--- config.mk ---
export PLATFORM = sky130hd
export DESIGN_NAME = aps_top
export DESIGN_NICKNAME = d
export VERILOG_FILES = /design/src/hdl/aps_scan_div.v /design/src/hdl/aps_top.v
export VERILOG_INCLUDE_DIRS = /design/src /design/src/hdl
export SDC_FILE = /design/constraint.sdc
export NUM_CORES = 1
export LEC_CHECK = 0
export ABC_AREA = 1
export BUFFER_PORTS_ARGS = -buffer_cell sky130_fd_sc_hd__buf_4
export CAP_MARGIN = 20
export CORE_UTILIZATION = 40
export CTS_BUF_LIST = sky130_fd_sc_hd__clkbuf_4 sky130_fd_sc_hd__clkbuf_8
export CTS_CLUSTER_SIZE = 12
export DETAILED_ROUTE_END_ITERATION = 8
export HOLD_SLACK_MARGIN = 0.03
export PLACE_DENSITY_LB_ADDON = 0.05
export SYNTH_ARGS = -nofsm -noshare
export SYNTH_HDL_FRONTEND = slang
export SYNTH_SLANG_ARGS = --single-unit
--- constraint.sdc ---
create_clock -name i_mclk -period 6.76 [get_ports i_mclk]
set_input_delay 1.014 -clock i_mclk [delete_from_list [all_inputs] [get_ports i_mclk]]
set_output_delay 1.014 -clock i_mclk [all_outputs]
set_load 0.03 [all_outputs]
--- src/hdl/aps_regs.vh ---
`ifndef APS_REGS_VH
`define APS_REGS_VH
// ==========================================
// register offsets (byte addresses)
`define APS_OFF_CTRL 12'h000
`define APS_OFF_STAT 12'h004
`define APS_OFF_MASK 12'h008
`define APS_OFF_SCAN 12'h00c
`define APS_OFF_TEXT0 12'h010
`define APS_OFF_TEXT1 12'h014
`define APS_OFF_DST 12'h020
`define APS_OFF_SRC 12'h040
// ==========================================
// control fields
`define APS_CTRL_DRIVE 0
`define APS_CTRL_BYTEPACK 1
`define APS_CTRL_MODE16 2
`define APS_CTRL_PACKGO 3
// status / interrupt fields
`define APS_ST_DONE 0
`define APS_ST_PACKED 1
`define APS_ST_ABORT 2
// ==========================================
// reset values and timing
`define APS_CTRL_RST 32'h0000_0000
`define APS_MASK_RST 3'h0
`define APS_SCAN_MS 1
`define APS_CLK_KHZ 50000
`define APS_SCAN_CYC (`APS_SCAN_MS * `APS_CLK_KHZ)
`define APS_SCAN_RST 24'hc350
`endif

--- src/hdl/aps_scan_div.v ---
`timescale 1ns/1ps
`default_nettype none
// ==========================================
// scan period divider, one-cycle tick
module aps_scan_div (
  input wire i_mclk,
  input wire i_rst_b,
  input wire [23:0] i_period,
  output wire o_tick
);
  reg [23:0] cnt_ff;
  wire [23:0] nxt_cnt;
  // count down, reload at one
  assign o_tick = (cnt_ff <= 24'h000001);
  assign nxt_cnt = o_tick ? i_period : cnt_ff - 24'h000001;
  always @(posedge i_mclk) begin
    if (!i_rst_b) begin
      cnt_ff <= 24'h000001;
    end else begin
      cnt_ff <= nxt_cnt;
    end
  end
endmodule
`default_nettype wire

--- src/hdl/aps_top.v ---
// Summary of operation
// - pack function turns eight text letters into codes in consecutive destination words
// - selector off: two codes per word in four words, earlier letter low
// - selector on: one code per word low byte, upper byte zero, eight words
// - print reads characters from consecutive source words from the start: four in eight-char mode, eight in sixteen-char mode
// - ten print points: eight data, then scan strobe, then busy flag
// - character bit 0 on lowest data point, bit 7 on highest
// - mode off: the eight source characters go out in order
// - done flag set when sequence finishes; mode bit picks print mode
// - eight-char mode: drive falling mid-sequence aborts, all points off
// - after abort, returning drive restarts from the first character
// - mode on: up to sixteen chars, drive loss does not stop string
// - sixteen-char mode: zero byte ends string, nothing after it sent
`timescale 1ns/1ps
`default_nettype none
`include "aps_regs.vh"
module aps_top (
  input wire i_mclk,
  input wire i_rst_b,
  input wire i_psel,
  input wire i_penable,
  input wire i_pwrite,
  input wire [11:0] i_paddr,
  input wire [31:0] i_pwdata,
  output reg [31:0] o_prdata,
  output wire o_pready,
  output wire o_pslverr,
  output wire o_irq,
  output reg [9:0] o_print
);
  localparam ST_IDLE = 2'h0;
  localparam ST_SEND = 2'h1;
  localparam ST_HOLD = 2'h2;

  reg [31:0] ctrl_ff;
  reg [2:0] stat_ff;
  reg [2:0] mask_ff;
  reg [23:0] scan_ff;
  reg [63:0] text_ff;
  reg [15:0] dst_ff [0:7];
  reg [15:0] src_ff [0:7];
  reg [1:0] state_ff;
  reg [3:0] idx_ff;
  reg strobe_ph_ff;
  reg [1:0] nxt_state;
  reg [3:0] nxt_idx;
  reg [9:0] nxt_print;
  reg nxt_strobe_ph;
  reg [2:0] ev;
  wire tick;
  wire wr_en;
  wire rd_en;
  wire drive;
  wire mode16;
  wire [7:0] cur_char;
  wire [3:0] last_idx;
  integer k;

  // ==========================================
  // helpers
  // byte n (0..15) of the source window, low byte of each word first
  function [7:0] src_byte;
    input [127:0] flat;
    input [3:0] n;
    begin
      src_byte = flat[{n, 3'h0} +: 8];
    end
  endfunction

  // true when addr falls inside the eight-word window that starts at base
  function win_hit;
    input [11:0] addr;
    input [11:0] base;
    begin
      win_hit = ({addr[11:5], 5'h00} == base);
    end
  endfunction

  wire [127:0] src_flat = {src_ff[7], src_ff[6], src_ff[5], src_ff[4],
                           src_ff[3], src_ff[2], src_ff[1], src_ff[0]};

  // ==========================================
  // scan divider
  aps_scan_div u_div (
    .i_mclk(i_mclk),
    .i_rst_b(i_rst_b),
    .i_period(scan_ff),
    .o_tick(tick)
  );

  // ==========================================
  // apb decode, zero wait state
  assign o_pready = 1'b1;
  assign wr_en = i_psel & i_penable & i_pwrite;
  assign rd_en = i_psel & ~i_pwrite;
  assign o_pslverr = 1'b0;
  assign drive = ctrl_ff[`APS_CTRL_DRIVE];
  assign mode16 = ctrl_ff[`APS_CTRL_MODE16];
  assign o_irq = |(stat_ff & mask_ff);

  // read mux, registered data
  always @(posedge i_mclk) begin
    if (!i_rst_b) begin
      o_prdata <= 32'h0000_0000;
    end else if (rd_en && !i_penable) begin
      o_prdata <= 32'h0000_0000;
      case (i_paddr)
        `APS_OFF_CTRL: o_prdata <= {28'h0, ctrl_ff[3:0]};
        `APS_OFF_STAT: o_prdata <= {29'h0, stat_ff};
        `APS_OFF_MASK: o_prdata <= {29'h0, mask_ff};
        `APS_OFF_SCAN: o_prdata <= {8'h00, scan_ff};
        `APS_OFF_TEXT0: o_prdata <= text_ff[31:0];
        `APS_OFF_TEXT1: o_prdata <= text_ff[63:32];
        default: begin
          if (win_hit(i_paddr, `APS_OFF_DST))
            o_prdata <= {16'h0000, dst_ff[i_paddr[4:2]]};
          else if (win_hit(i_paddr, `APS_OFF_SRC))
            o_prdata <= {16'h0000, src_ff[i_paddr[4:2]]};
          else
            o_prdata <= 32'h0000_0000;
        end
      endcase
    end
  end

  // ==========================================
  // control, text, source and pack
  always @(posedge i_mclk) begin
    if (!i_rst_b) begin
      ctrl_ff <= `APS_CTRL_RST;
      mask_ff <= `APS_MASK_RST;
      scan_ff <= `APS_SCAN_RST;
      text_ff <= 64'h0;
      for (k = 0; k < 8; k = k + 1) begin
        dst_ff[k] <= 16'h0000;
        src_ff[k] <= 16'h0000;
      end
    end else begin
      ctrl_ff[`APS_CTRL_PACKGO] <= 1'b0;
      if (wr_en) begin
        case (i_paddr)
          `APS_OFF_CTRL: ctrl_ff <= {28'h0, i_pwdata[3:0]};
          `APS_OFF_MASK: mask_ff <= i_pwdata[2:0];
          `APS_OFF_SCAN: scan_ff <= i_pwdata[23:0];
          `APS_OFF_TEXT0: text_ff[31:0] <= i_pwdata;
          `APS_OFF_TEXT1: text_ff[63:32] <= i_pwdata;
          default: begin
            if (win_hit(i_paddr, `APS_OFF_SRC))
              src_ff[i_paddr[4:2]] <= i_pwdata[15:0];
          end
        endcase
      end
      // pack eight letters into destination words
      if (ctrl_ff[`APS_CTRL_PACKGO]) begin
        for (k = 0; k < 8; k = k + 1) begin
          if (ctrl_ff[`APS_CTRL_BYTEPACK])
            dst_ff[k] <= {8'h00, text_ff[k*8 +: 8]};
          else if (k < 4)
            dst_ff[k] <= text_ff[(k % 4) * 16 +: 16];
        end
      end
    end
  end

  // ==========================================
  // print sequencer
  assign cur_char = src_byte(src_flat, idx_ff);
  assign last_idx = mode16 ? 4'hf : 4'h7;

  always @* begin
    nxt_state = state_ff;
    nxt_idx = idx_ff;
    nxt_print = o_print;
    nxt_strobe_ph = strobe_ph_ff;
    ev = 3'h0;
    case (state_ff)
      ST_IDLE: begin
        nxt_print = 10'h000;
        if (drive && tick) begin
          nxt_state = ST_SEND;
          nxt_idx = 4'h0;
        end
      end
      ST_SEND: begin
        if (!drive && !mode16) begin
          nxt_state = ST_IDLE;
          nxt_print = 10'h000;
          ev[`APS_ST_ABORT] = 1'b1;
        end else if (tick) begin
          if (mode16 && cur_char == 8'h00) begin
            nxt_state = ST_HOLD;
            nxt_print = 10'h000;
            ev[`APS_ST_DONE] = 1'b1;
          end else if (!strobe_ph_ff) begin
            nxt_print = {1'b1, 1'b1, cur_char};
            nxt_strobe_ph = 1'b1;
          end else begin
            nxt_print = {1'b1, 1'b0, o_print[7:0]};
            nxt_strobe_ph = 1'b0;
            if (idx_ff == last_idx) begin
              nxt_state = ST_HOLD;
              nxt_print = 10'h000;
              ev[`APS_ST_DONE] = 1'b1;
            end else begin
              nxt_idx = idx_ff + 4'h1;
            end
          end
        end
      end
      ST_HOLD: begin
        nxt_print = 10'h000;
        if (!drive)
          nxt_state = ST_IDLE;
      end
      default: nxt_state = ST_IDLE;
    endcase
  end

  // sequencer registers; st_hold keeps a finished string from rerunning
  // until drive has been dropped, so a new start needs drive low first
  always @(posedge i_mclk) begin
    if (!i_rst_b) begin
      state_ff <= ST_IDLE;
      idx_ff <= 4'h0;
      o_print <= 10'h000;
      strobe_ph_ff <= 1'b0;
    end else begin
      state_ff <= nxt_state;
      idx_ff <= nxt_idx;
      o_print <= nxt_print;
      strobe_ph_ff <= (nxt_state == ST_SEND) ? nxt_strobe_ph : 1'b0;
    end
  end

  // ==========================================
  // sticky status, write one to clear, set wins
  always @(posedge i_mclk) begin
    if (!i_rst_b) begin
      stat_ff <= 3'h0;
    end else begin
      if (wr_en && i_paddr == `APS_OFF_STAT)
        stat_ff <= (stat_ff & ~i_pwdata[2:0]) | ev |
                   {2'h0, 1'b0} | {1'b0, ctrl_ff[`APS_CTRL_PACKGO], 1'b0};
      else
        stat_ff <= stat_ff | ev | {1'b0, ctrl_ff[`APS_CTRL_PACKGO], 1'b0};
    end
  end
endmodule
`default_nettype wire

==> qor.txt, run 1 <==
Status - completed
Synth top area cells - edfxtp_1 37%, dfxtp_1 19%, nand2_1 7.5%
Die X - 216.3 µm
Rel. slew slack - 29.09%
Max-slew violation count - 0
Post-Synthesis Net Count - 2,198
Starting Density - 40.49%
Top Usage Layer GRT - met2
Clock latency on the worst-skew pair - 0.65 ns
Area grow syn2layout - 14.00%
Ant. Diodes - 0
Overall Power - 5.793 mW
Critical Path End Type - flip-flop
R2R Path Start - idx_ff[0]
Worst EP arrival - 4.31 ns
DP HPWL - 45.82 mm
Non-filler cells, final - 2,864
Number of post-CTS setup repair buffers - 0
Placer Congestion - 0.9624
Pwr Density - 276.6 nW/µm²
Final core area utilization - 46.16%
Total of max-cap violations - 0
Syn avg cell area - 8.562 µm²
Crit path launch - i_paddr[9]
Die H - 216.3 µm
Hold Crit Class - reg -> reg
Port Buffer Count - 91
GR Overflow Total - 0
Post-placement cell area - 19,450 µm²
Vias post-DR - 16,040
Unique masters post-synth - 49
DR WL/cell - 24.12 µm
Setup crit start kind - input pin
Total wire length - 69.07 mm
Pleak - 8.108 nW
Fin nets - 2,257
Largest net degree at the start of global routing - 87
CTS Buf Count - 72
Design area - 20,950 µm²
Worst-path clk slew - 0.05 ns
Row count - 78
Post-CTS Resized - 0
Final hold violation count - 0
Drt first pass iters - 6
H-tree level count - 3
Crit path to - src_ff[6][15]
GR Layer Usage met1 - 39.41%
Min cycle time layout - 4.045 ns
Cells on worst reg2reg path - 14
Area leader, netlist - edfxtp_1
Post-synth EDFFs - 224
CP Max Fanout - 17
Clock Skews - 0.02932 ns
GR Util met3 - 4.800%
Ports - 94
Synth Warn # - 0
Total die area - 46,800 µm²
Worst setup path category - in -> reg
Fmax - 247.2 MHz
Vias in the first global route - 15,210
Routed vias/inst - 5.600
Setup WS pre-CTS - 2.079 ns
Std-Cell Core Area - 45,380 µm²
Crit share post-route - 59.84%
Antenna Nets Post-Route - 0
Commonest cells after routing, fill and taps aside - 367 x nand2_1, 290 x nor2_1, 236 x inv_1
TritonCTS sink count - 395
CP required - 7.02 ns
CTS max path bufs - 3
Least-Margin Pin Slew - 1.056 ns
Global-route wire length before repair - 101.1 mm
Post-synth top area share - 36.61%
FF-to-FF End - o_print[3]
RSZ-0062 raised after global routing - false
Hold Slack - 0.4644 ns
VDD IR max - 0.1718 mV
Yosys reg bits - 395
Async SR Flop Fraction - 0%
CTS root buffer - clkbuf_8
Mapped cell area - 18,370 µm²
Synth Flop Type - edfxtp_1
Hold-fix buffers, CTS - 0
Share of cells above drive strength 1 - 11.97%
Starting DRC count in detailed routing - 1,940
R2R Setup Slk - 3.37 ns
Total track usage - 29.59%
CTS tree - done
Placed cell count - 2,730
Met2 GRT Util - 46.29%
Commonest non-fill, non-tap cell in the layout - nand2_1
Initial antenna violation count - 0
Mapped Cells - 2,146
Final TNS setup - 0 ns
Setup violators final - 0
DRC - 0
Register area share after synthesis - 55.24%
Worst Setup Slack, final - 2.715 ns
[layout make-up]
type                       instances  area (µm²)
fill                            4519       24430
sequential                       395       10150
multi-input combinational       1361        6716
clock buffer                     108        1355
inverter                         261       979.7
timing repair buffer             114       868.3
tap                              600       750.7
clock inverter                    25       125.1
[synthesized netlist by cell type, types with 10 or more instances]
cell type and n:
nand2_1 368, nor2_1 291, inv_1 237, edfxtp_1 224
dfxtp_1 171, a21oi_1 152, o21ai_0 129, nand3_1 113
clkbuf_1 95, o22ai_1 67, o211ai_1 41, a22oi_1 30
a221oi_1 23, nand4_1 22, o21ai_1 22, clkinv_1 15
o221ai_1 14, buf_2 13, nor3_1 11, a31oi_1 10
buf_4 10
[state kept, by name (all words and copies together), names as in the netlist, 2 cells and up]
register / flops
mask_ff: 3
stat_ff: 3
idx_ff: 4
scan_ff: 24
ctrl_ff: 4
state_ff: 2
o_print: 10
text_ff: 64
src_ff: 128
u_div.cnt_ff: 24
dst_ff: 96
o_prdata: 32
[logic make-up (layout without fill, tap and decap cells)]
logic type | Yosys count | in the layout | share of synthesized area [%]
and+or+nand+nor | 836 | 836 | 19.14
adders and majority gates | 3 | 3 | 0.2043
xor gates and xnor gates | 11 | 11 | 0.5243
other | 2 | 2 | 0.04087
DFF | 395 | 395 | 55.24
AOI/OAI and AO/OA | 509 | 509 | 16.51
buffers and inverters | 390 | 508 | 8.342
[worst max-delay path, cell delays in order]
cell and delay, ns:
buf_4 0.11, nor2_1 0.09, nand2_1 0.06, nor2_2 0.27, inv_2 0.12, nor4_4 0.80, inv_2 0.12, nor2_4 0.31
nand4_1 0.61, nand2_1 0.78
[where the power goes]
part / internal (mW) / leakage [nW] / switching [mW]
clock network: 1.29 / 0.786 / 1.06
logic: 0.214 / 3.74 / 0.509
registers: 2.65 / 3.59 / 0.0768
[worst min-delay path by stage]
stage | start | endpoint | slack (ns) | cells after the start
after global placement | o_print[7] | o_print[7] | 0.46 | 2
after detailed placement | o_print[1] | o_print[1] | 0.46 | 2
final | o_print[8] | o_print[8] | 0.46 | 2
after CTS | o_print[1] | o_print[1] | 0.47 | 2
after global routing | o_print[1] | o_print[1] | 0.48 | 2
after floorplan | scan_ff[1] | scan_ff[1] | 0.44 | 2
[metal layers]
layer  vias up  part of all wire [%]
li1       7457                     -
met1      7641                    42
met2       785                    46
met3       154                   7.4
met4         0                   5.0
met5         -                     0
No activity file was read; power rests on OpenSTA's default activity.
==> inputs of run 2 (changes only) <==
clock period = 3.8 ns   (was 6.76 ns; I/O delays follow)
==> qor.txt, run 2 (same netlist as run 1, synthesis figures left out) <==
Overall Power - 10.18 mW (+76%)
Top reg by flops - src_ff
Commonest non-fill, non-tap cell in the layout - nand2_1
Initial antenna violation count - 0 (unchanged)
Crit path to - o_print[0]
Min cycle time layout - 2.873 ns
Final TNS setup - 0 ns (unchanged)
R2R Setup Slk - 0.93 ns (-2.44 ns)
Total of max-cap violations - 0 (unchanged)
Drt first pass iters - 5 (-1)
Die H - 216.3 µm (unchanged)
Cells on worst reg2reg path - 13 (-1)
Pwr Density - 481.7 nW/µm² (+74%)
Fin nets - 2,288 (+1.4%)
Global-route wire length before repair - 100.3 mm (-0.75%)
Largest net degree at the start of global routing - 65 (-25%)
CP Max Fanout - 35 (+18)
Starting DRC count in detailed routing - 1,548 (-20%)
CTS Buf Count - 72 (unchanged)
Number of post-CTS setup repair buffers - 0 (unchanged)
Hold Slack - 0.2385 ns (-0.2259 ns)
Total wire length - 67.43 mm (-2.4%)
Flip-flop count of the largest register, all copies and words added - 128 (unchanged)
Worst EP arrival - 3.33 ns (-0.98 ns)
CTS tree - done
Max-slew violation count - 0 (unchanged)
Placer Congestion - 0.9175 (-4.7%)
Commonest cells after routing, fill and taps aside - 367 x nand2_1, 290 x nor2_1, 236 x inv_1
Worst setup path category - reg -> reg
Final hold violation count - 0 (unchanged)
Ports - 94 (unchanged)
Hold Crit Class - in -> reg
Worst-path clk slew - 0.06 ns (about the same)
Clock Skews - 0.03520 ns (+0.005887 ns)
VDD IR max - 0.2917 mV (+70%)
Crit path launch - idx_ff[0]
Starting Density - 40.49% (unchanged)
R2R Path Start - idx_ff[0]
Largest registers - src_ff x128, dst_ff x96, text_ff x64
DR WL/cell - 23.37 µm (-3.1%)
Port Buffer Count - 91 (unchanged)
Row count - 78 (unchanged)
Routed vias/inst - 5.601 (about the same)
Share of cells above drive strength 1 - 12.69% (+0.72 points)
CTS max path bufs - 3 (unchanged)
Setup violators final - 0 (unchanged)
Crit share post-route - 75.59%
TritonCTS sink count - 395 (unchanged)
FF-to-FF End - o_print[0]
Std-Cell Core Area - 45,380 µm² (unchanged)
Antenna Nets Post-Route - 0 (unchanged)
GR Overflow Total - 0 (unchanged)
Area grow syn2layout - 15.02%
Status - completed
Setup crit start kind - flip-flop
Post-CTS Resized - 0 (unchanged)
Vias post-DR - 16,160 (+0.76%)
Critical Path End Type - flip-flop
Fmax - 348.1 MHz
CP required - 4.26 ns (-2.76 ns)
Final core area utilization - 46.57% (+0.41 points)
H-tree level count - 3 (unchanged)
Setup WS pre-CTS - 0.7412 ns (-1.338 ns)
CTS root buffer - clkbuf_8
Least-Margin Pin Slew - 1.077 ns (+0.02164 ns)
Ant. Diodes - 0 (unchanged)
Worst Setup Slack, final - 0.9274 ns (-1.787 ns)
RSZ-0062 raised after global routing - false
DP HPWL - 46.20 mm (+0.85%)
Rel. slew slack - 28.17% (-0.91 points)
Die X - 216.3 µm (unchanged)
Clock latency on the worst-skew pair - 0.62 ns (-0.03 ns)
Pleak - 8.227 nW (+1.5%)
Hold-fix buffers, CTS - 0 (unchanged)
DRC - 0 (unchanged)
Total track usage - 28.88% (-0.71 points)
Vias in the first global route - 15,620 (+2.7%)
Total die area - 46,800 µm² (unchanged)
## run 2: cell types whose count changed in the layout (fill, tap and decap cells not counted), sizes merged
| cell | change |
|---|---|
| clkinv | -9 |
| clkinvlp | -4 |
| clkbuf | +3 |
| buf | +31 |
## run 2: cell type report
| class | count | area [µm²] |
|---|---|---|
| multi-input combinational | 1361 | 6711 |
| clock inverter | 12 | 48.80 |
| inverter | 261 | 979.7 |
| fill | 4530 | 24250 |
| timing repair buffer | 145 | 1126 |
| clock buffer | 111 | 1365 |
| sequential | 395 | 10150 |
| tap | 600 | 750.7 |
## run 2: routing by layer
metal	global-route usage, %	part of all wire, %	vias to the layer above
met5	0	0	-
met4	11.20	3.3	0
met3	3.804	6.5	131
met2	48.54	48	671
met1	37.72	42	7846
li1	-	-	7511
## run 2: power breakdown
part / switching [mW] / internal, mW / leakage [nW]
logic: 0.889 / 0.399 / 3.88
registers: 0.128 / 4.71 / 3.59
clock network: 1.78 / 2.27 / 0.757
total: 2.80 / 7.38 / 8.23
## run 2: worst min path at each step
stage                 startpoint          end  slack (ns)  cells after the start
global placement      o_print[3]   o_print[3]        0.45                      2
CTS                 i_pwdata[29]  text_ff[29]        0.20                      3
floorplan             scan_ff[1]   scan_ff[1]        0.44                      2
global route        i_pwdata[31]  text_ff[31]        0.24                      3
detailed placement    o_print[7]   o_print[7]        0.46                      2
finish              i_pwdata[29]  text_ff[29]        0.24                      3
## run 2: stage by stage
step	std cells	instance area (µm²)
after floorplan	2146	18370
after global placement	2762	19720
after detailed placement	2762	19720
after CTS	2885	21130
after global routing	2885	21130
final	2885	21130
## run 2: critical path: stages (launching register included)
cell and delay [ns]:
dfxtp_2 0.33, inv_2 0.55, nand2_1 0.11, nand3_1 0.10, nand3_1 0.09, nand3_1 0.21, nand2_1 0.19, nor2_1 0.12
nand3_1 0.12, or2_1 0.36, nand2_1 0.14, nand2_1 0.17, nand2_1 0.12, a21oi_1 0.06
==> inputs of run 3 (changes only) <==
clock period = 3 ns   (was 3.8 ns; I/O delays follow)
==> qor.txt, run 3 (same netlist as run 1, synthesis figures left out) <==
Pwr Density - 617.0 nW/µm² (+28%)
Total wire length - 68.52 mm (+1.6%)
Hold Crit Class - in -> reg
Worst-path clk slew - 0.07 ns (about the same)
Worst EP arrival - 3.14 ns (-0.19 ns)
Status - completed
CP Depth - 12 (-1)
DR WL/cell - 23.42 µm (+0.22%)
Total of max-cap violations - 0 (unchanged)
Final core area utilization - 47.59% (+1.0 points)
Drt first pass iters - 6 (+1)
R2R Setup Slk - 0.38 ns (-0.54 ns)
Fin nets - 2,319 (+1.4%)
Share of cells above drive strength 1 - 14.41% (+1.7 points)
CTS max path bufs - 3 (unchanged)
Placer Congestion - 0.9049 (-1.4%)
Setup crit start kind - flip-flop
Post-CTS Resized - 0 (unchanged)
Fill count - 4,487 (-0.95%)
Critical Path End Type - flip-flop
Worst-path cell chain - inv_1 -> ha_1 -> nor2_1 -> nor4_1 -> nand3_1 -> buf_4 -> inv_1 -> nand2_1 -> nand2_1 -> nand2_1 -> nand2_1 -> inv_1
Clock latency on the worst-skew pair - 0.64 ns (+0.02 ns)
Total track usage - 29.24% (+0.36 points)
Starting DRC count in detailed routing - 1,339 (-14%)
DP HPWL - 46.37 mm (+0.36%)
Std-Cell Core Area - 45,380 µm² (unchanged)
Starting Density - 40.49% (unchanged)
Vias post-DR - 16,230 (+0.46%)
Critical path's top delay family - simple AND/OR/NAND/NOR gates
TritonCTS sink count - 395 (unchanged)
Port Buffer Count - 91 (unchanged)
Fmax - 382.1 MHz (+9.8%)
Setup violators final - 0 (unchanged)
CP Max Fanout - 21 (-40%)
Crit path top cell by count - nand2_1
CTS Buf Count - 71 (-1.4%)
Initial antenna violation count - 1 (+1)
Commonest non-fill, non-tap cell in the layout - nand2_1
Max-slew violation count - 0 (unchanged)
Row count - 78 (unchanged)
Largest registers - src_ff x128, dst_ff x96, text_ff x64
Ports - 94 (unchanged)
Cells on worst reg2reg path - 12 (-1)
Worst setup path category - reg -> reg
Final TNS setup - 0 ns (unchanged)
Buf/Inv on CP - 4 (+3)
Top reg by flops - src_ff
Total die area - 46,800 µm² (unchanged)
Global-route wire length before repair - 100.9 mm (+0.57%)
CTS root buffer - clkbuf_8
CP peak stage delay - 0.42 ns (-0.13 ns)
Area grow syn2layout - 17.54%
GR Overflow Total - 0 (unchanged)
Pleak - 8.470 nW (+3.0%)
Die X - 216.3 µm (unchanged)
Routed vias/inst - 5.550 (-0.92%)
FF-to-FF End - state_ff[0]
DRC - 0 (unchanged)
Largest net degree at the start of global routing - 63 (-3.1%)
Final hold violation count - 0 (unchanged)
Antenna Nets Post-Route - 0 (unchanged)
Crit path launch - u_div.cnt_ff[0]
R2R Path Start - u_div.cnt_ff[0]
H-tree level count - 3 (unchanged)
Ant. Diodes - 0 (unchanged)
RSZ-0062 raised after global routing - false
Commonest cells after routing, fill and taps aside - 367 x nand2_1, 290 x nor2_1, 236 x inv_1
Clock Skews - 0.02530 ns (-0.009903 ns)
Least-Margin Pin Slew - 1.061 ns (-0.01633 ns)
CP required - 3.52 ns (-0.74 ns)
CTS tree - done
Rel. slew slack - 29.26% (+1.1 points)
Flip-flop count of the largest register, all copies and words added - 128 (unchanged)
Hold-fix buffers, CTS - 0 (unchanged)
Min cycle time layout - 2.617 ns (-0.2555 ns)
Crit-path slowest cell - inv_1
Die H - 216.3 µm (unchanged)
Number of post-CTS setup repair buffers - 0 (unchanged)
Crit path to - state_ff[0]
Vias in the first global route - 15,470 (-0.98%)
VDD IR max - 0.3276 mV (+12%)
Crit share post-route - 87.24% (+12 points)
## run 3: report_power, final
part	switching [mW]	total [mW]	leakage (nW)	internal (mW)
sequential	0.160	6.13	3.59	5.97
clock	2.36	5.52	0.820	3.15
combinational	1.15	1.68	4.06	0.531
total	3.67	13.3	8.47	9.65
## run 3: worst min path at each step
stage / startpoint / end / slack (ns) / cells after the start
after floorplan: scan_ff[1] / scan_ff[1] / 0.44 / 2
after detailed placement: o_print[8] / o_print[8] / 0.46 / 2
after global routing: i_pwdata[16] / scan_ff[16] / 0.09 / 3
final: i_pwdata[16] / scan_ff[16] / 0.1 / 3
after global placement: o_print[5] / o_print[5] / 0.46 / 2
after CTS: i_pwdata[16] / scan_ff[16] / 0.05 / 3
## run 3: area by class of cell
class	instances	area (µm²)	area share [%]
timing repair buffer	177	1454	6.732
clock inverter	12	87.58	0.4055
clock buffer	119	1463	6.772
inverter	261	979.7	4.536
tap	600	750.7	3.476
multi-input combinational	1361	6711	31.08
sequential	395	10150	47.00
## run 3: metrics by stage
stage	total power, mW	hold WS [ns]	instances	worst slack, ns	area (µm²)
3_3_place_gp	7.875	0.4562	2794	0.1704	20050
6_report	13.33	0.09597	2925	0.3829	21600
3_5_place_dp	7.889	0.4594	2794	0.2162	20050
2_1_floorplan	7.279	0.4411	2146	0.2048	18370
4_1_cts	13.38	0.05497	2925	0.4580	21600
5_1_grt	13.83	0.09369	2925	0.2330	21600
## run 3: per-layer routing
metal / vias to the layer above / GRT usage [%] / wire length [µm] / part of all wire, %
li1: 7574 / - / - / -
met1: 7800 / 37.78 / 28920 / 42
met2: 693 / 47.20 / 31690 / 46
met3: 164 / 4.744 / 4541 / 6.6
met4: 2 / 15.14 / 3351 / 4.9
met5: - / 0 / 13 / 0.019
## run 3: tightest hold or removal path, cell delays in order
cell	delay, ns
buf_4	0.09
inv_1	0.05
a21oi_1	0.11
